===== config.mk =====
export PLATFORM = sky130hd
export DESIGN_NAME = spi_reg_slave_flat
export DESIGN_NICKNAME = d
export VERILOG_FILES = /design/src/verilog/spi_link_pkg.sv /design/src/verilog/spi_link_if.sv /design/src/verilog/spi_reg_slave.sv /design/src/flat_wrapper.sv
export SDC_FILE = /design/constraint.sdc
export NUM_CORES = 1
export LEC_CHECK = 0
export BUFFER_PORTS_ARGS = -buffer_cell sky130_fd_sc_hd__buf_2
export CORE_MARGIN = 3
export CORE_UTILIZATION = 51
export CTS_CLUSTER_SIZE = 40
export DETAILED_ROUTE_END_ITERATION = 6
export GPL_TIMING_DRIVEN = 0
export HOLD_SLACK_MARGIN = 0.03
export PLACE_DENSITY = 0.71
export REMOVE_ABC_BUFFERS = 1
export SLEW_MARGIN = 10
export SYNTH_ARGS = -nofsm -noshare
export SYNTH_HDL_FRONTEND = slang
export SYNTH_SLANG_ARGS = --single-unit

===== constraint.sdc =====
create_clock -name hclk -period 3.11 [get_ports hclk]
set_input_delay 0.4665 -clock hclk [delete_from_list [all_inputs] [get_ports hclk]]
set_output_delay 0.4665 -clock hclk [all_outputs]
set_load 0.1 [all_outputs]

===== src/verilog/spi_link_pkg.sv =====
/*
 * shared constants for the serial register link: register map of the
 * sensor die, control byte fields, chopper settings, link timing and the
 * register map of the bus-side controller.
 * assumes one 50 MHz clock on both ends.
 */
package spi_link_pkg;

    // ----------------------------------------------------------------
    // sensor die register map
    // ----------------------------------------------------------------
    localparam int ADDR_W = 5;
    localparam logic [4:0] ADDR_CUR_HI = 5'h00;
    localparam logic [4:0] ADDR_CUR_LO = 5'h01;
    localparam logic [4:0] ADDR_VOLT_HI = 5'h02;
    localparam logic [4:0] ADDR_VOLT_LO = 5'h03;
    localparam logic [4:0] ADDR_FLAGS = 5'h04;
    localparam logic [4:0] ADDR_DECIM_CTRL = 5'h05;
    localparam logic [7:0] RESULT_RESET = 8'h00;
    localparam logic [7:0] FLAGS_RESET = 8'h00;
    localparam logic [7:0] DECIM_CTRL_RESET = 8'h45;
    localparam int HDR_CMD_BIT = 7;
    localparam int DECIM_RATE_BIT = 7;
    localparam int CHOP_SEL_LSB = 5;

    // ----------------------------------------------------------------
    // chopper divider settings, half periods in oversampling ticks
    // ----------------------------------------------------------------
    localparam logic [1:0] CHOP_HIGH = 2'h0;
    localparam logic [1:0] CHOP_DIV256 = 2'h1;
    localparam logic [1:0] CHOP_DIV512 = 2'h2;
    localparam logic [9:0] CHOP_HALF_256 = 10'h080;
    localparam logic [9:0] CHOP_HALF_512 = 10'h100;
    localparam logic [9:0] CHOP_HALF_1024 = 10'h200;

    // ----------------------------------------------------------------
    // link timing
    // ----------------------------------------------------------------
    localparam int CLK_PERIOD_NS = 20;
    localparam int SCLK_HALF_NS = 2000;
    localparam int SCLK_HALF_CYC = (SCLK_HALF_NS + CLK_PERIOD_NS - 1) / CLK_PERIOD_NS;

    // ----------------------------------------------------------------
    // bus-side controller registers
    // ----------------------------------------------------------------
    localparam logic [7:0] HOST_CTRL = 8'h00;
    localparam logic [7:0] HOST_TXDATA = 8'h04;
    localparam logic [7:0] HOST_RXDATA = 8'h08;
    localparam logic [7:0] HOST_STATUS = 8'h0C;
    localparam logic [7:0] HOST_IRQ_STATUS = 8'h10;
    localparam logic [7:0] HOST_IRQ_MASK = 8'h14;
    localparam int CTRL_LEN_LSB = 8;
    localparam int CTRL_CPOL_BIT = 10;
    localparam int CTRL_START_BIT = 16;

    typedef enum logic [2:0]
    {
        ST_IDLE = 3'h0,
        ST_SETUP = 3'h1,
        ST_LEAD = 3'h3,
        ST_HOLD = 3'h2,
        ST_SETTLE = 3'h6,
        ST_TAIL = 3'h7
    } host_state_t;

endpackage


===== src/verilog/spi_link_if.sv =====
/*
 * four-wire link between the bus-side controller and the sensor die.
 * assumes the data-out line is pulled low while the die leaves it free.
 */
`timescale 1ns/100ps
interface spi_link_if;
    logic cs_n;
    logic sclk;
    logic mosi;
    logic miso;
    logic miso_oe;
    logic miso_line;

    // line level seen by the master
    assign miso_line = miso_oe & miso;

    modport device (input cs_n, input sclk, input mosi, output miso, output miso_oe);
    modport host (output cs_n, output sclk, output mosi, input miso_line);
endinterface


===== src/verilog/spi_reg_slave.sv =====
/*
 * sensor die end of the link: frame decoder, result and status
 * registers, decimation control byte and chopper clock divider.
 * assumes link pins are asynchronous to hclk and far slower than it;
 * oversampling_tick is a one-cycle pulse on hclk.
 */
`timescale 1ns/100ps
module spi_reg_slave
    import spi_link_pkg::*;
(
    input wire logic hclk,
    input wire logic hresetn,
    spi_link_if.device link,
    input wire logic [15:0] current_result,
    input wire logic current_update,
    input wire logic [15:0] voltage_result,
    input wire logic voltage_update,
    input wire logic [4:0] mode_flags,
    input wire logic oversampling_tick,
    output logic decim_rate_128,
    output logic chopper_clock
);

    // ----------------------------------------------------------------
    // pin synchronisers and edge detection
    // ----------------------------------------------------------------
    logic [1:0] cs_s_q;
    logic [1:0] sclk_s_q;
    logic [1:0] mosi_s_q;
    logic cs_prev_q;
    logic sclk_prev_q;

    always_ff @(posedge hclk or negedge hresetn)
    begin
        if (!hresetn)
        begin
            cs_s_q <= 2'h3;
            sclk_s_q <= 2'h0;
            mosi_s_q <= 2'h0;
            cs_prev_q <= 1'b1;
            sclk_prev_q <= 1'b0;
        end
        else
        begin
            cs_s_q <= {cs_s_q[0], link.cs_n};
            sclk_s_q <= {sclk_s_q[0], link.sclk};
            mosi_s_q <= {mosi_s_q[0], link.mosi};
            cs_prev_q <= cs_s_q[1];
            sclk_prev_q <= sclk_s_q[1];
        end
    end

    wire selected = ~cs_s_q[1];
    wire cs_fall = cs_prev_q & ~cs_s_q[1];
    wire sclk_rise = ~sclk_prev_q & sclk_s_q[1];
    wire sclk_fall = sclk_prev_q & ~sclk_s_q[1];

    // ----------------------------------------------------------------
    // clock polarity, fixed for the whole frame
    // ----------------------------------------------------------------
    logic pol_q;

    always_ff @(posedge hclk or negedge hresetn)
    begin
        if (!hresetn)
            pol_q <= 1'b0;
        else if (cs_fall)
            pol_q <= sclk_s_q[1];
    end

    // edges in the select cycle itself are ignored: polarity is not yet valid
    wire sample_edge = selected & ~cs_fall & (pol_q ? sclk_rise : sclk_fall);
    wire transfer_edge = selected & ~cs_fall & (pol_q ? sclk_fall : sclk_rise);

    // ----------------------------------------------------------------
    // frame decoder
    // ----------------------------------------------------------------
    logic [2:0] bit_cnt_q;
    logic [7:0] rx_q;
    logic hdr_done_q;
    logic is_read_q;
    logic [4:0] ptr_q;

    wire [7:0] rx_byte = {rx_q[6:0], mosi_s_q[1]};
    wire byte_done = sample_edge & (bit_cnt_q == 3'h7);
    wire [4:0] next_ptr = ptr_q + 5'h01;
    wire hdr_read = rx_byte[HDR_CMD_BIT];
    wire [4:0] rd_addr = hdr_done_q ? next_ptr : rx_byte[4:0];
    wire load_tx = byte_done & (hdr_done_q ? is_read_q : hdr_read);
    wire wr_en = byte_done & hdr_done_q & ~is_read_q;

    always_ff @(posedge hclk or negedge hresetn)
    begin
        if (!hresetn)
        begin
            bit_cnt_q <= 3'h0;
            rx_q <= 8'h00;
        end
        else if (cs_fall)
            bit_cnt_q <= 3'h0;
        else if (sample_edge)
        begin
            rx_q <= rx_byte;
            bit_cnt_q <= bit_cnt_q + 3'h1;
        end
    end

    always_ff @(posedge hclk or negedge hresetn)
    begin
        if (!hresetn)
        begin
            hdr_done_q <= 1'b0;
            is_read_q <= 1'b0;
            ptr_q <= 5'h00;
        end
        else if (cs_fall)
            hdr_done_q <= 1'b0;
        else if (byte_done && !hdr_done_q)
        begin
            hdr_done_q <= 1'b1;
            is_read_q <= hdr_read;
            ptr_q <= rx_byte[4:0];
        end
        else if (byte_done)
            ptr_q <= next_ptr;
    end

    // ----------------------------------------------------------------
    // read-back shifter
    // ----------------------------------------------------------------
    logic [7:0] tx_q;
    logic miso_q;
    logic [7:0] rd_data;
    logic flags_loaded_q;

    always_ff @(posedge hclk or negedge hresetn)
    begin
        if (!hresetn)
        begin
            tx_q <= 8'h00;
            miso_q <= 1'b0;
            flags_loaded_q <= 1'b0;
        end
        else if (cs_fall || !selected)
        begin
            tx_q <= 8'h00;
            miso_q <= 1'b0;
            flags_loaded_q <= 1'b0;
        end
        else if (load_tx)
        begin
            tx_q <= rd_data;
            flags_loaded_q <= rd_addr == ADDR_FLAGS;
        end
        else if (transfer_edge)
        begin
            miso_q <= tx_q[7];
            tx_q <= {tx_q[6:0], 1'b0};
        end
    end

    assign link.miso = miso_q;
    assign link.miso_oe = selected;

    // ----------------------------------------------------------------
    // result and status registers
    // ----------------------------------------------------------------
    logic [15:0] cur_q;
    logic [15:0] volt_q;
    logic [4:0] mode_q;
    logic cur_new_q;
    logic volt_new_q;
    logic [7:0] decim_q;

    // a result may change between the reads of its two bytes; read in one burst
    always_ff @(posedge hclk or negedge hresetn)
    begin
        if (!hresetn)
        begin
            cur_q <= {RESULT_RESET, RESULT_RESET};
            volt_q <= {RESULT_RESET, RESULT_RESET};
        end
        else
        begin
            if (current_update)
                cur_q <= current_result;
            if (voltage_update)
                volt_q <= voltage_result;
        end
    end

    wire flags_read = byte_done & flags_loaded_q;
    wire [7:0] flags = {mode_q, cur_new_q, volt_new_q, 1'b0};

    // fresh bits clear only after a whole status byte went out, not on a prefetch; a new result wins
    always_ff @(posedge hclk or negedge hresetn)
    begin
        if (!hresetn)
        begin
            mode_q <= FLAGS_RESET[7:3];
            cur_new_q <= FLAGS_RESET[2];
            volt_new_q <= FLAGS_RESET[1];
        end
        else
        begin
            mode_q <= mode_flags;
            cur_new_q <= current_update | (cur_new_q & ~flags_read);
            volt_new_q <= voltage_update | (volt_new_q & ~flags_read);
        end
    end

    always_ff @(posedge hclk or negedge hresetn)
    begin
        if (!hresetn)
            decim_q <= DECIM_CTRL_RESET;
        else if (wr_en && ptr_q == ADDR_DECIM_CTRL)
            decim_q <= rx_byte;
    end

    always_comb
    begin
        unique case (rd_addr)
            ADDR_CUR_HI: rd_data = cur_q[15:8];
            ADDR_CUR_LO: rd_data = cur_q[7:0];
            ADDR_VOLT_HI: rd_data = volt_q[15:8];
            ADDR_VOLT_LO: rd_data = volt_q[7:0];
            ADDR_FLAGS: rd_data = flags;
            ADDR_DECIM_CTRL: rd_data = decim_q;
            default: rd_data = 8'h00;
        endcase
    end

    // ----------------------------------------------------------------
    // decimation select and chopper clock
    // ----------------------------------------------------------------
    logic [9:0] chop_cnt_q;
    logic chop_q;

    assign decim_rate_128 = decim_q[DECIM_RATE_BIT];
    wire [1:0] chop_sel = decim_q[CHOP_SEL_LSB +: 2];

    function automatic logic [9:0] chop_half(input logic [1:0] sel);
        unique case (sel)
            CHOP_DIV256: chop_half = CHOP_HALF_256;
            CHOP_DIV512: chop_half = CHOP_HALF_512;
            default: chop_half = CHOP_HALF_1024;
        endcase
    endfunction

    wire chop_wrap = chop_cnt_q >= chop_half(chop_sel) - 10'h001;

    always_ff @(posedge hclk or negedge hresetn)
    begin
        if (!hresetn)
        begin
            chop_cnt_q <= 10'h000;
            chop_q <= 1'b1;
        end
        else if (chop_sel == CHOP_HIGH)
        begin
            chop_cnt_q <= 10'h000;
            chop_q <= 1'b1;
        end
        else if (oversampling_tick)
        begin
            chop_cnt_q <= chop_wrap ? 10'h000 : chop_cnt_q + 10'h001;
            if (chop_wrap)
                chop_q <= ~chop_q;
        end
    end

    assign chopper_clock = chop_q;

endmodule // spi_reg_slave


===== src/flat_wrapper.sv =====
// flat-port wrapper written by rule: the top's interface ports become plain ports
module spi_reg_slave_flat import spi_link_pkg::*;
  (hclk, hresetn, current_result, current_update, voltage_result, voltage_update, mode_flags, oversampling_tick, decim_rate_128, chopper_clock, link_cs_n, link_sclk, link_mosi, link_miso, link_miso_oe);
  spi_link_if link_i ();
  input wire logic hclk;
  input wire logic hresetn;
  input wire logic [15:0] current_result;
  input wire logic current_update;
  input wire logic [15:0] voltage_result;
  input wire logic voltage_update;
  input wire logic [4:0] mode_flags;
  input wire logic oversampling_tick;
  output logic decim_rate_128;
  output logic chopper_clock;
  input wire logic [$bits(link_i.cs_n)-1:0] link_cs_n;
  input wire logic [$bits(link_i.sclk)-1:0] link_sclk;
  input wire logic [$bits(link_i.mosi)-1:0] link_mosi;
  output wire logic [$bits(link_i.miso)-1:0] link_miso;
  output wire logic [$bits(link_i.miso_oe)-1:0] link_miso_oe;
  assign link_i.cs_n = link_cs_n;
  assign link_i.sclk = link_sclk;
  assign link_i.mosi = link_mosi;
  assign link_miso = link_i.miso;
  assign link_miso_oe = link_i.miso_oe;
  spi_reg_slave u_core (.hclk(hclk), .hresetn(hresetn), .link(link_i), .current_result(current_result), .current_update(current_update), .voltage_result(voltage_result), .voltage_update(voltage_update), .mode_flags(mode_flags), .oversampling_tick(oversampling_tick), .decim_rate_128(decim_rate_128), .chopper_clock(chopper_clock));
endmodule

==> flow_metrics.py <==
metrics = {
    "run_status": {
        "status": "completed",
    },
    "power_and_ir_drop": {
        "power_mw": 2.71,
        "vdd_drop_max_mv": 0.321,
        "cellLeakagePower_nw": 2.27,
        "p_sw_mw": 0.776,
        "powerDensity_mw_per_mm2": 531,
        "swShare_pct": 28.6,
        "p_seq_share_pct": 51.3,
        "power_frac_comb_pct": 17.6,
        "p_int_mw": 1.93,
        "clockPowerShare_pct": 31.1,
    },
    "synth": {
        "ys_top_cells_by_area": "dfrtp_1 48%, mux2_2 12%, dfstp_2 4.0%, a221oi_1 2.9%, ha_1 2.7%",
        "ys.flop_type": "dfrtp_1",
        "synth_area_per_cell_um2": 11.7,
        "async_flop_share_pct": 100,
        "yosysTopAreaCell": "dfrtp_1",
        "synth_top_area_share_pct": 47.7,
        "synth_area_mm2": 0.00456,
        "yosysSeqAreaShare_pct": 51.8,
        "ys_ff_latch": 94,
        "ys_warn_count": 0,
        "synth.distinct_cells": 58,
        "synthCells": 391,
        "synth_edf_count": 0,
    },
    "setup_path": {
        "crit_cells": 6,
        "cp_top_family": "compound AO/OA/AOI/OAI gates",
        "critical_path_peak_fanout": 15,
        "crit_start": "u_core.ptr_q[0]",
        "start_kind": "flip-flop",
        "cp_slowest_stage_delay_ps": 760,
        "reg2reg_slack_ps": 200,
        "r2r-start": "u_core.ptr_q[0]",
        "cp-end-kind": "flip-flop",
        "cp_cell_sequence": "ha_1 > xor2_2 > o21bai_1 > a221oi_1 > a31oi_1 > a221o_1",
        "r2r_cells": 6,
        "crit_type": "reg -> reg",
        "required_ps": 3360,
        "rr_endpoint": "u_core.tx_q[3]",
        "slowest_stage": "dfrtp_1",
        "worstSetupEndpoint": "u_core.tx_q[3]",
        "crit_buf_inv": 0,
        "crit_arrival_ps": 3160,
    },
    "clocking": {
        "cts_buffers": 9,
        "post_cts_buffers": 0,
        "clock_latency_ps": 360,
        "cts_resized": 0,
        "cts_max_path_buffers": 2,
        "cts_hold_buf": 0,
        "root_buffer": "clkbuf_8",
        "htreeDepth": 3,
        "cts_tree": "yes",
        "path_clk_slew_ps": 90,
        "cts.sink_count": 94,
    },
    "final_layout": {
        "fin_area_mm2": 0.00510,
        "finalNetCount": 489,
        "fillers": 706,
        "drive_gt1_share_pct": 31.2,
        "antennaDiodeCount": 0,
        "final_cells": 544,
        "final_util_pct": 60.3,
        "syn_to_final_growth_pct": 11.9,
    },
    "floorplanning": {
        "rows": 33,
        "ios": 49,
        "die_h_um": 101,
        "die_w_um": 101,
        "dieArea_mm2": 0.0101,
        "core_area_mm2": 0.00846,
        "initial_core_util_pct": 53.9,
    },
    "timing": {
        "hold_viol": 0,
        "whs_ps": 89.2,
        "maxSlewHeadroom_pct": 33.9,
        "finalSetupViolCount": 0,
        "worst_slew_pin_slew_ps": 984,
        "slew_viol_final": 0,
        "period_needed_ps": 2910,
        "rsz0062_at_grt": "false",
        "period_share_pct": 93.6,
        "finalClockSkew_ps": 9.00,
        "tns_ps": 0,
        "worst_slack_ps": 201,
        "fmax_mhz": 344,
    },
    "global_routing": {
        "overflow": 0,
        "grt_max_degree": 56,
        "antenna_found_initial": 0,
        "grt_pass1_wl_um": 16100,
        "grt_pass1_vias": 3195,
        "gr-usage-all-layers_pct": 20.3,
    },
    "routing": {
        "vias": 3262,
        "drt-initial-drc-count": 169,
        "dr.pass1.iters": 5,
        "ant_nets": 0,
        "via_per_inst": 6.00,
        "drt_wl_total_um": 9670,
        "drc": 0,
        "drt-wirelength-per-cell_um": 17.8,
    },
    "flow_run": {
        "drv_cap": 0,
    },
    "min_path": {
        "min_path_type": "in -> async",
    },
    "placed_design": {
        "io_buffer_count": 48,
        "dp_cells": 528,
        "dp_hpwl_um": 6880,
        "post-place-ws_ps": 277,
        "placed_area_mm2": 0.00489,
        "gp_congestion": 0.812,
    },
}
## layer usage
layer,vias to the layer above,global-route usage (%),part of all wire [%]
met2,99,30.1,47
met5,-,0,0
met4,0,4.77,0.81
met3,6,5.12,5.6
li1,1520,-,-
met1,1637,30.0,47
## layout by cell type, fill, tap and decap left out, types with 2 or more instances in the layout
cell,n
dfrtp_1,87
mux2_2,49
buf_2,47
nand2_1,32
nand3_1,20
nor2_1,16
a221oi_1,15
inv_1,12
a21oi_1,12
mux2i_1,11
clkbuf_8,11
o21ai_0,10
ha_1,10
xor2_1,7
dfstp_2,7
nand2b_1,6
o2111ai_1,5
o21a_1,5
and3_1,5
o32ai_1,5
a21o_1,4
nor2b_1,4
a31o_2,4
a31oi_1,4
nand4_1,3
a221o_1,3
a21boi_0,3
nor3b_1,2
nand3b_1,2
o211a_1,2
o211ai_1,2
o31ai_1,2
clkinvlp_4,2
## worst register-to-register path: cells and delay by family, from the launching register on
family / cells / cell delay (ps)
fa+ha+maj: 1 / 440
flops: 1 / 760
xor+xnor: 1 / 370
compound gates: 4 / 1220
## cells in the mapped netlist, types with 2 or more instances
| cell | number |
|---|---|
| dfrtp_1 | 87 |
| mux2_2 | 49 |
| nand2_1 | 32 |
| nand3_1 | 20 |
| nor2_1 | 16 |
| a221oi_1 | 15 |
| a21oi_1 | 12 |
| inv_1 | 12 |
| mux2i_1 | 11 |
| o21ai_0 | 11 |
| ha_1 | 10 |
| clkbuf_1 | 9 |
| dfstp_2 | 7 |
| xor2_1 | 7 |
| nand2b_1 | 6 |
| and3_1 | 5 |
| buf_2 | 5 |
| o2111ai_1 | 5 |
| o21a_1 | 5 |
| o32ai_1 | 5 |
| a21o_1 | 4 |
| a31o_2 | 4 |
| a31oi_1 | 4 |
| nor2b_1 | 4 |
| a21boi_0 | 3 |
| a221o_1 | 3 |
| nand4_1 | 3 |
| buf_1 | 2 |
| nand3b_1 | 2 |
| nor3b_1 | 2 |
| o211a_1 | 2 |
| o211ai_1 | 2 |
| o31ai_1 | 2 |
## layout make-up
class | instances | area (um^2) | area share [%]
timing repair buffer | 49 | 270 | 5.30
inverter | 12 | 45.0 | 0.883
sequential | 94 | 2360 | 46.3
clock buffer | 12 | 155 | 3.04
clock inverter | 4 | 53.8 | 1.05
tap | 105 | 131 | 2.57
multi-input combinational | 268 | 2090 | 40.9
## power by group through the flow
stage	logic [mW]	clock network, mW	registers, mW
after CTS	0.469	0.863	1.39
after global placement	0.450	0	1.41
after detailed placement	0.466	0	1.41
after floorplan	0.306	0	1.38
after global routing	0.515	0.922	1.41
final	0.476	0.842	1.39
## cells by family after synthesis
logic type      synth area share (%)
flops                           51.8
buf+inv                         2.61
other cells                   0.0822
mux                             14.5
xor+xnor                        2.25
fa+ha+maj                       2.74
simple gates                    11.9
compound gates                  14.1
## worst min path at each step
stage	startpoint	endpoint	slack, ps
floorplan	hresetn	u_core.bit_cnt_q[0]	170
global placement	u_core.mosi_s_q[0]	u_core.mosi_s_q[1]	330
CTS	hresetn	u_core.cur_q[13]	100
global route	hresetn	u_core.tx_q[5]	100
finish	hresetn	u_core.tx_q[5]	90
detailed placement	u_core.mosi_s_q[0]	u_core.mosi_s_q[1]	340
## state kept, by name, indices dropped and copies added, names as in the netlist, 3 cells and up
| register | cells |
|---|---|
| u_core.chop_cnt_q | 10 |
| u_core.volt_q | 16 |
| u_core.tx_q | 8 |
| u_core.ptr_q | 5 |
| u_core.bit_cnt_q | 3 |
| u_core.rx_q | 7 |
| u_core.cur_q | 16 |
| u_core.decim_q | 8 |
| u_core.mode_q | 5 |
No activity file was read; power rests on OpenSTA's default activity.
